==> config.mk <==
export PLATFORM = sky130hd
export DESIGN_NAME = tdx_regbank
export DESIGN_NICKNAME = d
export VERILOG_FILES = /design/src/rtl/tdx_sync3.v /design/src/rtl/tdx_regbank.v
export VERILOG_INCLUDE_DIRS = /design/src /design/src/rtl
export SDC_FILE = /design/constraint.sdc
export NUM_CORES = 1
export LEC_CHECK = 0
export ABC_AREA = 1
export BUFFER_PORTS_ARGS = -buffer_cell sky130_fd_sc_hd__buf_2
export CAP_MARGIN = 15
export CORE_MARGIN = 2
export CORE_UTILIZATION = 43
export CTS_BUF_LIST = sky130_fd_sc_hd__clkbuf_8
export DETAILED_ROUTE_END_ITERATION = 10
export PLACE_DENSITY_LB_ADDON = 0.12
export SYNTH_ARGS = -nofsm -noshare
export SYNTH_HDL_FRONTEND = slang
export SYNTH_HIERARCHICAL = 1
export SYNTH_SLANG_ARGS = --single-unit
==> constraint.sdc <==
create_clock -name sys_clk -period 1.4 [get_ports sys_clk]
set_clock_uncertainty 0.05 [all_clocks]
set_input_delay 0.28 -clock sys_clk [delete_from_list [all_inputs] [get_ports sys_clk]]
set_output_delay 0.28 -clock sys_clk [all_outputs]
set_load 0.02 [all_outputs]
==> src/rtl/tdx_regs.vh <==
// ==========================================================
// Operation
// - Insert register master-only; receive, override slave-only
// - Insert enable bit 16 starts delay insertion
// - Insert bits 14:8 select sequence number
// - Insert bits 7:0 select basic frame
// - Receive enable bit 16 starts delay extraction
// - Receive bits 14:8 give sequence number
// - Receive bits 7:0 give basic frame
// - Override enable ignores link delay information
// - Twelve-bit software delay used under override
// - Calibration runs only while enable set
`ifndef TDX_REGS_VH
`define TDX_REGS_VH
// ==========================================================
// Register byte offsets
`define TDX_CAL_CTRL_OFS 8'h60
`define TDX_INSERT_OFS 8'h68
`define TDX_EXTRACT_OFS 8'h6C
`define TDX_OVERRIDE_OFS 8'h70
`define TDX_ACTIVE_OFS 8'h74
// ==========================================================
// Field positions
`define TDX_EN_BIT 16
`define TDX_CAL_EN_BIT 0
`define TDX_SEQ_HI 14
`define TDX_SEQ_LO 8
`define TDX_BF_HI 7
`define TDX_BF_LO 0
`define TDX_USR_HI 11
`define TDX_USR_LO 0
// ==========================================================
// Reset values
`define TDX_SEQ_RST 7'h00
`define TDX_BF_RST 8'h00
`define TDX_USR_RST 12'h000
`endif

==> src/rtl/tdx_sync3.v <==
`timescale 1ns/1ps
`default_nettype none
// ==========================================================
// Three-stage synchroniser, output moves when stages 2 and 3 agree
module tdx_sync3 (
  input wire sys_clk,
  input wire srst,
  input wire din,
  output reg dout
);
  reg s1_q; // First stage, read only by s2
  reg s2_q;
  reg s3_q;
  // Shift chain and agreement filter
  always @(posedge sys_clk) begin
    if (srst) begin
      s1_q <= 1'b0;
      s2_q <= 1'b0;
      s3_q <= 1'b0;
      dout <= 1'b0;
    end else begin
      s1_q <= din;
      s2_q <= s1_q;
      s3_q <= s2_q;
      if (s2_q == s3_q) begin
        dout <= s3_q;
      end
    end
  end
endmodule
`default_nettype wire

==> src/rtl/tdx_regbank.v <==
`timescale 1ns/1ps
`default_nettype none
`include "tdx_regs.vh"
// ==========================================================
// Transmit-delay exchange register bank, AHB-Lite slave
module tdx_regbank #(
  parameter IS_MASTER = 1, // 1: master variant, 0: slave variant
  parameter SEQ_W = 7,
  parameter BF_W = 8,
  parameter DLY_W = 12
) (
  input wire sys_clk,
  input wire srst,
  input wire hsel,
  input wire [7:0] haddr,
  input wire [1:0] htrans,
  input wire hwrite,
  input wire [2:0] hsize,
  input wire [31:0] hwdata,
  input wire hready,
  output reg hreadyout,
  output reg hresp,
  output reg [31:0] hrdata,
  input wire link_delay_valid_in, // Delay word seen on link, pin level
  input wire [DLY_W-1:0] link_delay_in, // Delay from the link, sampled on valid
  output reg cal_en_o,
  output reg insert_en_o,
  output reg [SEQ_W-1:0] insert_seq_o,
  output reg [BF_W-1:0] insert_bf_o,
  output reg extract_en_o,
  output reg [SEQ_W-1:0] extract_seq_o,
  output reg [BF_W-1:0] extract_bf_o,
  output reg [DLY_W-1:0] active_delay_o,
  output reg active_valid_o
);
  // ==========================================================
  // Storage
  reg cal_en_q; // Calibration enable
  reg ins_en_q;
  reg [SEQ_W-1:0] ins_seq_q;
  reg [BF_W-1:0] ins_bf_q;
  reg ext_en_q;
  reg [SEQ_W-1:0] ext_seq_q;
  reg [BF_W-1:0] ext_bf_q;
  reg usr_en_q;
  reg [DLY_W-1:0] usr_dly_q;
  reg [DLY_W-1:0] link_dly_q; // Last delay captured from the link
  reg link_got_q; // A link delay has been captured
  reg wr_pend_q; // Write address phase seen
  reg [7:0] wr_addr_q;
  reg link_vld_prev_q;
  wire link_vld_s; // Synchronised link valid
  wire wr_take;
  wire rd_take;
  wire link_rise;

  // Returns whether an offset belongs to this variant
  function mapped;
    input [7:0] a;
    begin
      if (a == `TDX_CAL_CTRL_OFS) begin
        mapped = 1'b1;
      end else if (a == `TDX_INSERT_OFS) begin
        mapped = (IS_MASTER != 0);
      end else if (a == `TDX_EXTRACT_OFS || a == `TDX_OVERRIDE_OFS ||
                   a == `TDX_ACTIVE_OFS) begin
        mapped = (IS_MASTER == 0);
      end else begin
        mapped = 1'b0;
      end
    end
  endfunction

  // Read mux; unused and reserved bits are zero
  function [31:0] rd_word;
    input [7:0] a;
    begin
      rd_word = 32'h00000000;
      if (mapped(a)) begin
        case (a)
          `TDX_CAL_CTRL_OFS: begin
            rd_word[`TDX_CAL_EN_BIT] = cal_en_q;
          end
          `TDX_INSERT_OFS: begin
            rd_word[`TDX_EN_BIT] = ins_en_q;
            rd_word[`TDX_SEQ_HI:`TDX_SEQ_LO] = ins_seq_q;
            rd_word[`TDX_BF_HI:`TDX_BF_LO] = ins_bf_q;
          end
          `TDX_EXTRACT_OFS: begin
            rd_word[`TDX_EN_BIT] = ext_en_q;
            rd_word[`TDX_SEQ_HI:`TDX_SEQ_LO] = ext_seq_q;
            rd_word[`TDX_BF_HI:`TDX_BF_LO] = ext_bf_q;
          end
          `TDX_OVERRIDE_OFS: begin
            rd_word[`TDX_EN_BIT] = usr_en_q;
            rd_word[`TDX_USR_HI:`TDX_USR_LO] = usr_dly_q;
          end
          `TDX_ACTIVE_OFS: begin
            rd_word[`TDX_EN_BIT] = active_valid_o;
            rd_word[`TDX_USR_HI:`TDX_USR_LO] = active_delay_o;
          end
          default: begin
            rd_word = 32'h00000000;
          end
        endcase
      end
    end
  endfunction

  // ==========================================================
  // Link valid pin synchroniser
  tdx_sync3 u_sync (
    .sys_clk(sys_clk),
    .srst(srst),
    .din(link_delay_valid_in),
    .dout(link_vld_s)
  );

  assign wr_take = hsel && hready && htrans[1] && hwrite;
  assign rd_take = hsel && hready && htrans[1] && !hwrite;
  assign link_rise = link_vld_s && !link_vld_prev_q;

  // ==========================================================
  // Bus handling: zero wait states, always OKAY
  always @(posedge sys_clk) begin
    if (srst) begin
      hreadyout <= 1'b1;
      hresp <= 1'b0;
      hrdata <= 32'h00000000;
      wr_pend_q <= 1'b0;
      wr_addr_q <= 8'h00;
    end else begin
      hreadyout <= 1'b1;
      hresp <= 1'b0;
      wr_pend_q <= wr_take;
      // Latch write address for the data phase
      if (wr_take) begin
        wr_addr_q <= {haddr[7:2], 2'b00};
      end
      // Read data presented during the data phase
      if (rd_take) begin
        hrdata <= rd_word({haddr[7:2], 2'b00});
      end else begin
        hrdata <= 32'h00000000;
      end
    end
  end

  // ==========================================================
  // Register writes in the data phase
  always @(posedge sys_clk) begin
    if (srst) begin
      cal_en_q <= 1'b0;
      ins_en_q <= 1'b0;
      ins_seq_q <= `TDX_SEQ_RST;
      ins_bf_q <= `TDX_BF_RST;
      ext_en_q <= 1'b0;
      ext_seq_q <= `TDX_SEQ_RST;
      ext_bf_q <= `TDX_BF_RST;
      usr_en_q <= 1'b0;
      usr_dly_q <= `TDX_USR_RST;
    end else if (wr_pend_q && mapped(wr_addr_q)) begin
      case (wr_addr_q)
        `TDX_CAL_CTRL_OFS: begin
          cal_en_q <= hwdata[`TDX_CAL_EN_BIT];
        end
        `TDX_INSERT_OFS: begin
          ins_en_q <= hwdata[`TDX_EN_BIT];
          ins_seq_q <= hwdata[`TDX_SEQ_HI:`TDX_SEQ_LO];
          ins_bf_q <= hwdata[`TDX_BF_HI:`TDX_BF_LO];
        end
        `TDX_EXTRACT_OFS: begin
          ext_en_q <= hwdata[`TDX_EN_BIT];
          ext_seq_q <= hwdata[`TDX_SEQ_HI:`TDX_SEQ_LO];
          ext_bf_q <= hwdata[`TDX_BF_HI:`TDX_BF_LO];
        end
        `TDX_OVERRIDE_OFS: begin
          usr_en_q <= hwdata[`TDX_EN_BIT];
          usr_dly_q <= hwdata[`TDX_USR_HI:`TDX_USR_LO];
        end
        default: begin
          cal_en_q <= cal_en_q; // Read-only offsets ignore writes
        end
      endcase
    end
  end

  // ==========================================================
  // Link delay capture: only when extraction on and not overridden
  always @(posedge sys_clk) begin
    if (srst) begin
      link_vld_prev_q <= 1'b0;
      link_dly_q <= `TDX_USR_RST;
      link_got_q <= 1'b0;
    end else begin
      link_vld_prev_q <= link_vld_s;
      // Link data is assumed stable while valid is high
      if (link_rise && cal_en_q && ext_en_q && !usr_en_q) begin
        link_dly_q <= link_delay_in;
        link_got_q <= 1'b1;
      end else if (!cal_en_q) begin
        link_got_q <= 1'b0;
      end
    end
  end

  // ==========================================================
  // Outputs to the framer and the delay calculation
  always @(posedge sys_clk) begin
    if (srst) begin
      cal_en_o <= 1'b0;
      insert_en_o <= 1'b0;
      insert_seq_o <= `TDX_SEQ_RST;
      insert_bf_o <= `TDX_BF_RST;
      extract_en_o <= 1'b0;
      extract_seq_o <= `TDX_SEQ_RST;
      extract_bf_o <= `TDX_BF_RST;
      active_delay_o <= `TDX_USR_RST;
      active_valid_o <= 1'b0;
    end else begin
      cal_en_o <= cal_en_q;
      // Insertion only in master builds with calibration running
      insert_en_o <= (IS_MASTER != 0) && cal_en_q && ins_en_q;
      insert_seq_o <= ins_seq_q;
      insert_bf_o <= ins_bf_q;
      // Override blocks extraction outright
      extract_en_o <= (IS_MASTER == 0) && cal_en_q && ext_en_q && !usr_en_q;
      extract_seq_o <= ext_seq_q;
      extract_bf_o <= ext_bf_q;
      // Select the delay fed to the calculation
      if (usr_en_q) begin
        active_delay_o <= usr_dly_q;
        active_valid_o <= (IS_MASTER == 0) && cal_en_q;
      end else begin
        active_delay_o <= link_dly_q;
        active_valid_o <= (IS_MASTER == 0) && cal_en_q && ext_en_q && link_got_q;
      end
    end
  end
endmodule
`default_nettype wire

**After elaboration in Yosys (flattened, before gate mapping)**

Cells that the tools add are included.

- Register bits after elaboration: 146
- Input bits: 63
- Output and inout bits: 80
- Word-level logic and storage cells: 69

- Eq/ne operators: 10
- Muxes and demuxes: 12
- Bitwise gates (word level): 2
- Reduce and logical (&&, ||, !) cells: 19

Operators with widths:

| kind | number |
|---|---|
| equality test 6 x 5 -> 1 bit (second input constant) | 9 |
| one-hot mux 11 bit (4 select lines) | 1 |
| two-way mux 12 bit | 1 |
| logical AND 1 bit | 10 |
| AND reduction 2 bit | 4 |
| two-way mux 1 bit | 7 |
| one-hot mux 3 bit (2 select lines) | 1 |
| one-hot mux 1 bit (5 select lines) | 1 |
| logical NOT 1 bit | 3 |
| one-hot mux 1 bit (3 select lines) | 1 |
| OR reduction 3 bit | 1 |
| inverter 1 bit | 2 |
| OR reduction 2 bit | 1 |
| equality test 1 bit | 1 |

**Longest topological paths before layout**

- Depth in word-level cells: 7
- Mapped depth: 8
- Depth with buffers taken out: 7

**By module**

The synthesis kept the hierarchy.

By module, submodules not included:

| module | instances | cells each | area each (sq um) | seq. area each (sq um) |
|---|---|---|---|---|
| tdx_regbank | 1 | 546 | 4495.6 | 2522.4 |
| tdx_sync3 | 1 | 13 | 121.4 | 80.1 |

**Least setup slack after synthesis**

No wires, ideal clock.

- Path kind: input to register
- Start point: input haddr[7]
- End point: register hrdata[10]
- Setup time: 0.062 ns
- Data arrival time: 1.079 ns
- Data required time: 1.288 ns
- Setup slack: 0.209 ns
- Stages on the path: 8
- Buffers on the path: 1
- Cell sequence: inv_1 > nand2_1 > nor2_8 > nand2_1 > nand3_2 > nand3_2 > buf_6 > nor2_2

- Cells in the longest elaborated chain, start to end: 7
- Elaborated cells on any way between the ends: 12
- Those cells by class: eq/ne: 5; mux: 5; bitwise: 1; reduce/logical: 1

RTL lines:

| what | line | RTL |
|---|---|---|
| start, declared | tdx_regbank.v:15 | `input wire [7:0] haddr,` |
| equality test 6 x 5 -> 1 bit | tdx_regbank.v:80 | `case (a)` |
| two-way mux 1 bit | tdx_regbank.v:63 | `` end else if (a == `TDX_INSERT_OFS) begin `` |
| two-way mux 1 bit | tdx_regbank.v:61 | `` if (a == `TDX_CAL_CTRL_OFS) begin `` |
| two-way mux 1 bit | tdx_regbank.v:141 | `if (rd_take) begin` |
| two-way mux 1 bit | tdx_regbank.v:126 | `if (srst) begin` |
| inverter 1 bit (no line) | -- |  |
| OR reduction 3 bit (no line) | -- |  |
| end signal, assigned | tdx_regbank.v:142 | `hrdata <= rd_word({haddr[7:2], 2'b00});` |
| end, declared | tdx_regbank.v:23 | `output reg [31:0] hrdata,` |

Parallel ways exist; a longest one is shown, timed or not. The select of a mux whose other input is x is not followed.
A chain may end at the register's enable or synchronous reset.

**Final worst setup path**

- Start point: register active_delay_o[9]
- End point: output active_delay_o[9]

RTL lines:

| what | line | RTL |
|---|---|---|
| start, declared | tdx_regbank.v:33 | `output reg [DLY_W-1:0] active_delay_o,` |
| start signal, assigned | tdx_regbank.v:218 | `` active_delay_o <= `TDX_USR_RST; `` |
| start signal, assigned | tdx_regbank.v:232 | `active_delay_o <= usr_dly_q;` |
| start signal, assigned | tdx_regbank.v:235 | `active_delay_o <= link_dly_q;` |

No word-level cell between the ends.

==> flow_summary.json <==
{
  "status": "finished clean",
  "cts_sinks": 130,
  "htree_levels": 4,
  "num_rows": 37,
  "hold_depth": 3,
  "max_freq_ghz": 0.786,
  "crit_path_max_incr_delay_ns": 0.35,
  "p_leak_nw": 2.49,
  "m1WireLength_mm": 4.73,
  "cts_setup_buffers": 0,
  "clock_latency_ns": 0.42,
  "path_class": "flop to output pin",
  "grt_start_max_net_pins": 81,
  "ir_worst_vdd_mv": 0.563,
  "dp_slack_ns": -0.0146,
  "wl_per_cell_um": 12.8,
  "start_kind": "flop",
  "nFillCells": 1031,
  "synth-seq-cells": 130,
  "postCtsResizedCells": 0,
  "grt_setup_unrepaired": "false",
  "synth_xor_area_frac": 0,
  "wirelength_mm": 10.4,
  "arrival_ns": 0.94,
  "cp_cell_sequence": "buf_2",
  "ios": 143,
  "clk_pin_slew_ns": 0.08,
  "period_needed_ns": 1.27,
  "die_w_um": 108,
  "start_util": 0.445,
  "nNetsFinal": 730,
  "syn_inst": 559,
  "core_um2": 10400,
  "critPathBufInv": 1,
  "synth_top_area_cell": "dfxtp_1",
  "grtUsageTotal": 0.183,
  "clockRootBuffer": "clkbuf_8",
  "timing.hold.ws_ns": 0.0186,
  "hpwlAfterDp_mm": 7.47,
  "synthAdderAreaFrac": 0,
  "cts_buffers": 17,
  "cp_top_family": "flip-flops",
  "critPathSlowestCell": "dfxtp_1",
  "drive_above_1_share": 0.262,
  "via_count": 3738,
  "overflow": 0,
  "worst-r2r-cell-count": 6,
  "viasPerCell": 4.58,
  "cts_buffer_depth": 2,
  "worstPathRequired_ns": 1.07,
  "hold_viol": 0,
  "first_global_vias": 3375,
  "dr.pass1.iters": 4,
  "endpoint_kind": "output pin",
  "yosysUniqueCellTypes": 25,
  "slew_viol_final": 0,
  "synth-simple-area-share": 0.222,
  "period_share": 0.909,
  "cp_num_cells": 1,
  "synthMuxAreaShare": 0,
  "antenna_found_initial": 0,
  "grt_first_pass_wirelength_mm": 16.2,
  "syn_avg_cell_area_um2": 8.26,
  "drtIter0Drc": 141,
  "synth_top_family_by_area": "simple AND/OR/NAND/NOR gates",
  "ys_warn_count": 6,
  "synth_top_area_share": 0.564,
  "gp_congestion": 0.787,
  "hp-class": "input pin to flop",
  "n_antenna_cell": 0,
  "drc": 0,
  "antenna_left": 0,
  "wl_met3_um": 472,
  "hold_buffers": 0,
  "cts_tree": "done",
  "synth_compound_area_frac": 0.0970,
  "cap_viol_max_count": 0,
  "fin_ws_ns": 0.128,
  "cp_max_fo": 2,
  "finalPower_mw": 7.16,
  "place_area_um2": 5290,
  "area_growth_syn_to_layout_pct": 23.3,
  "ys_top_cells_by_area": "dfxtp_1, nor2_1, inv_1, o21ai_0, a21oi_1",
  "synth_seq_area_share": 0.564,
  "syn_area_um2": 4620,
  "portBuffers": 100,
  "final_area_um2": 5690,
  "wl_met2_mm": 5.00,
  "dieArea_um2": 11600,
  "powerDensity_nw_per_um2": 1260,
  "dr.max_layer_used": "met4",
  "die_h_um": 108,
  "finalSetupViolCount": 0
}
[cell families (layout without fill, tap and decap cells)]
kind of cell / count (synthesis) / in the layout
compound gates: 89 / 89
buf+inv: 113 / 216
other cells: 2 / 20
simple gates: 225 / 225
flops: 130 / 130
[state kept, by name, summed over array words and instances, names as in the netlist, 6 cells and up]
register / count
insert_bf_o: 8
ext_seq_q: 7
link_dly_q: 12
extract_seq_o: 7
ext_bf_q: 8
usr_dly_q: 12
ins_bf_q: 8
wr_addr_q: 6
insert_seq_o: 7
ins_seq_q: 7
extract_bf_o: 8
hrdata: 16
active_delay_o: 12
[layout make-up]
cell class	instances	area (µm²)	share of cell area
clock buffers	18	248	0.0435
inverters	63	236	0.0415
repair buffers	121	733	0.129
clock inverters	14	155	0.0272
flip-flops and latches	130	2600	0.457
well taps	136	170	0.0299
multi-input cells	334	1550	0.272
[worst paths after layout]
kind	from	endpoint	slack, ns
worst max-delay path	active_delay_o[9]	active_delay_o[9]	0.13
worst min-delay path	link_delay_valid_in	u_sync/s1_q	0.02
worst max register to register	cal_en_q	link_dly_q[7]	0.21
worst min register to register	u_sync/s1_q	u_sync/s2_q	0.36
[metal layers]
metal,track usage,up-vias
li1,-,1946
met5,0,-
met2,0.291,100
met4,0.0742,0
met1,0.237,1673
met3,0.0466,19
[cells in the final DEF (no fill, tap or decap), types with 12 or more instances in the layout]
cell type  count
nand2_1       33
nor2_1       119
nand3_1       34
o21ai_0       41
nand4_1       15
o21ai_1       12
buf_4         15
conb_1        20
buf_2        100
dfxtp_1      130
inv_1         59
nor2_2        13
clkbuf_8      18
a21oi_1       35
[synth_stat cells]
library cell	n
a21oi_1	35
buf_1	4
buf_2	9
buf_4	22
buf_6	2
clkbuf_1	13
conb_1	2
dfxtp_1	130
inv_1	59
inv_2	4
nand2_1	33
nand2_2	1
nand2_4	1
nand3_1	34
nand3_2	3
nand4_1	15
nor2_1	119
nor2_2	13
nor2_4	1
nor2_8	1
nor3_1	3
nor3_4	1
o21ai_0	41
o21ai_1	12
o21bai_1	1
[power by group]
| group | internal, mW | total [mW] | switching [mW] |
|---|---|---|---|
| Clock | 1.65 | 3.16 | 1.51 |
| Sequential | 3.70 | 3.71 | 0.00676 |
| Combinational | 0.0903 | 0.286 | 0.196 |
| Total | 5.45 | 7.16 | 1.71 |
[metrics by stage]
step / TNS (ns) / std cells / util
after global routing: 0 / 816 / 0.549
after floorplan: 0 / 577 / -
after CTS: 0 / 816 / 0.549
after global placement: 0 / 784 / 0.510
after detailed placement: -0.0333 / 784 / 0.510
final: 0 / 816 / 0.549
Note: power is estimated with default switching activity, not from simulation.
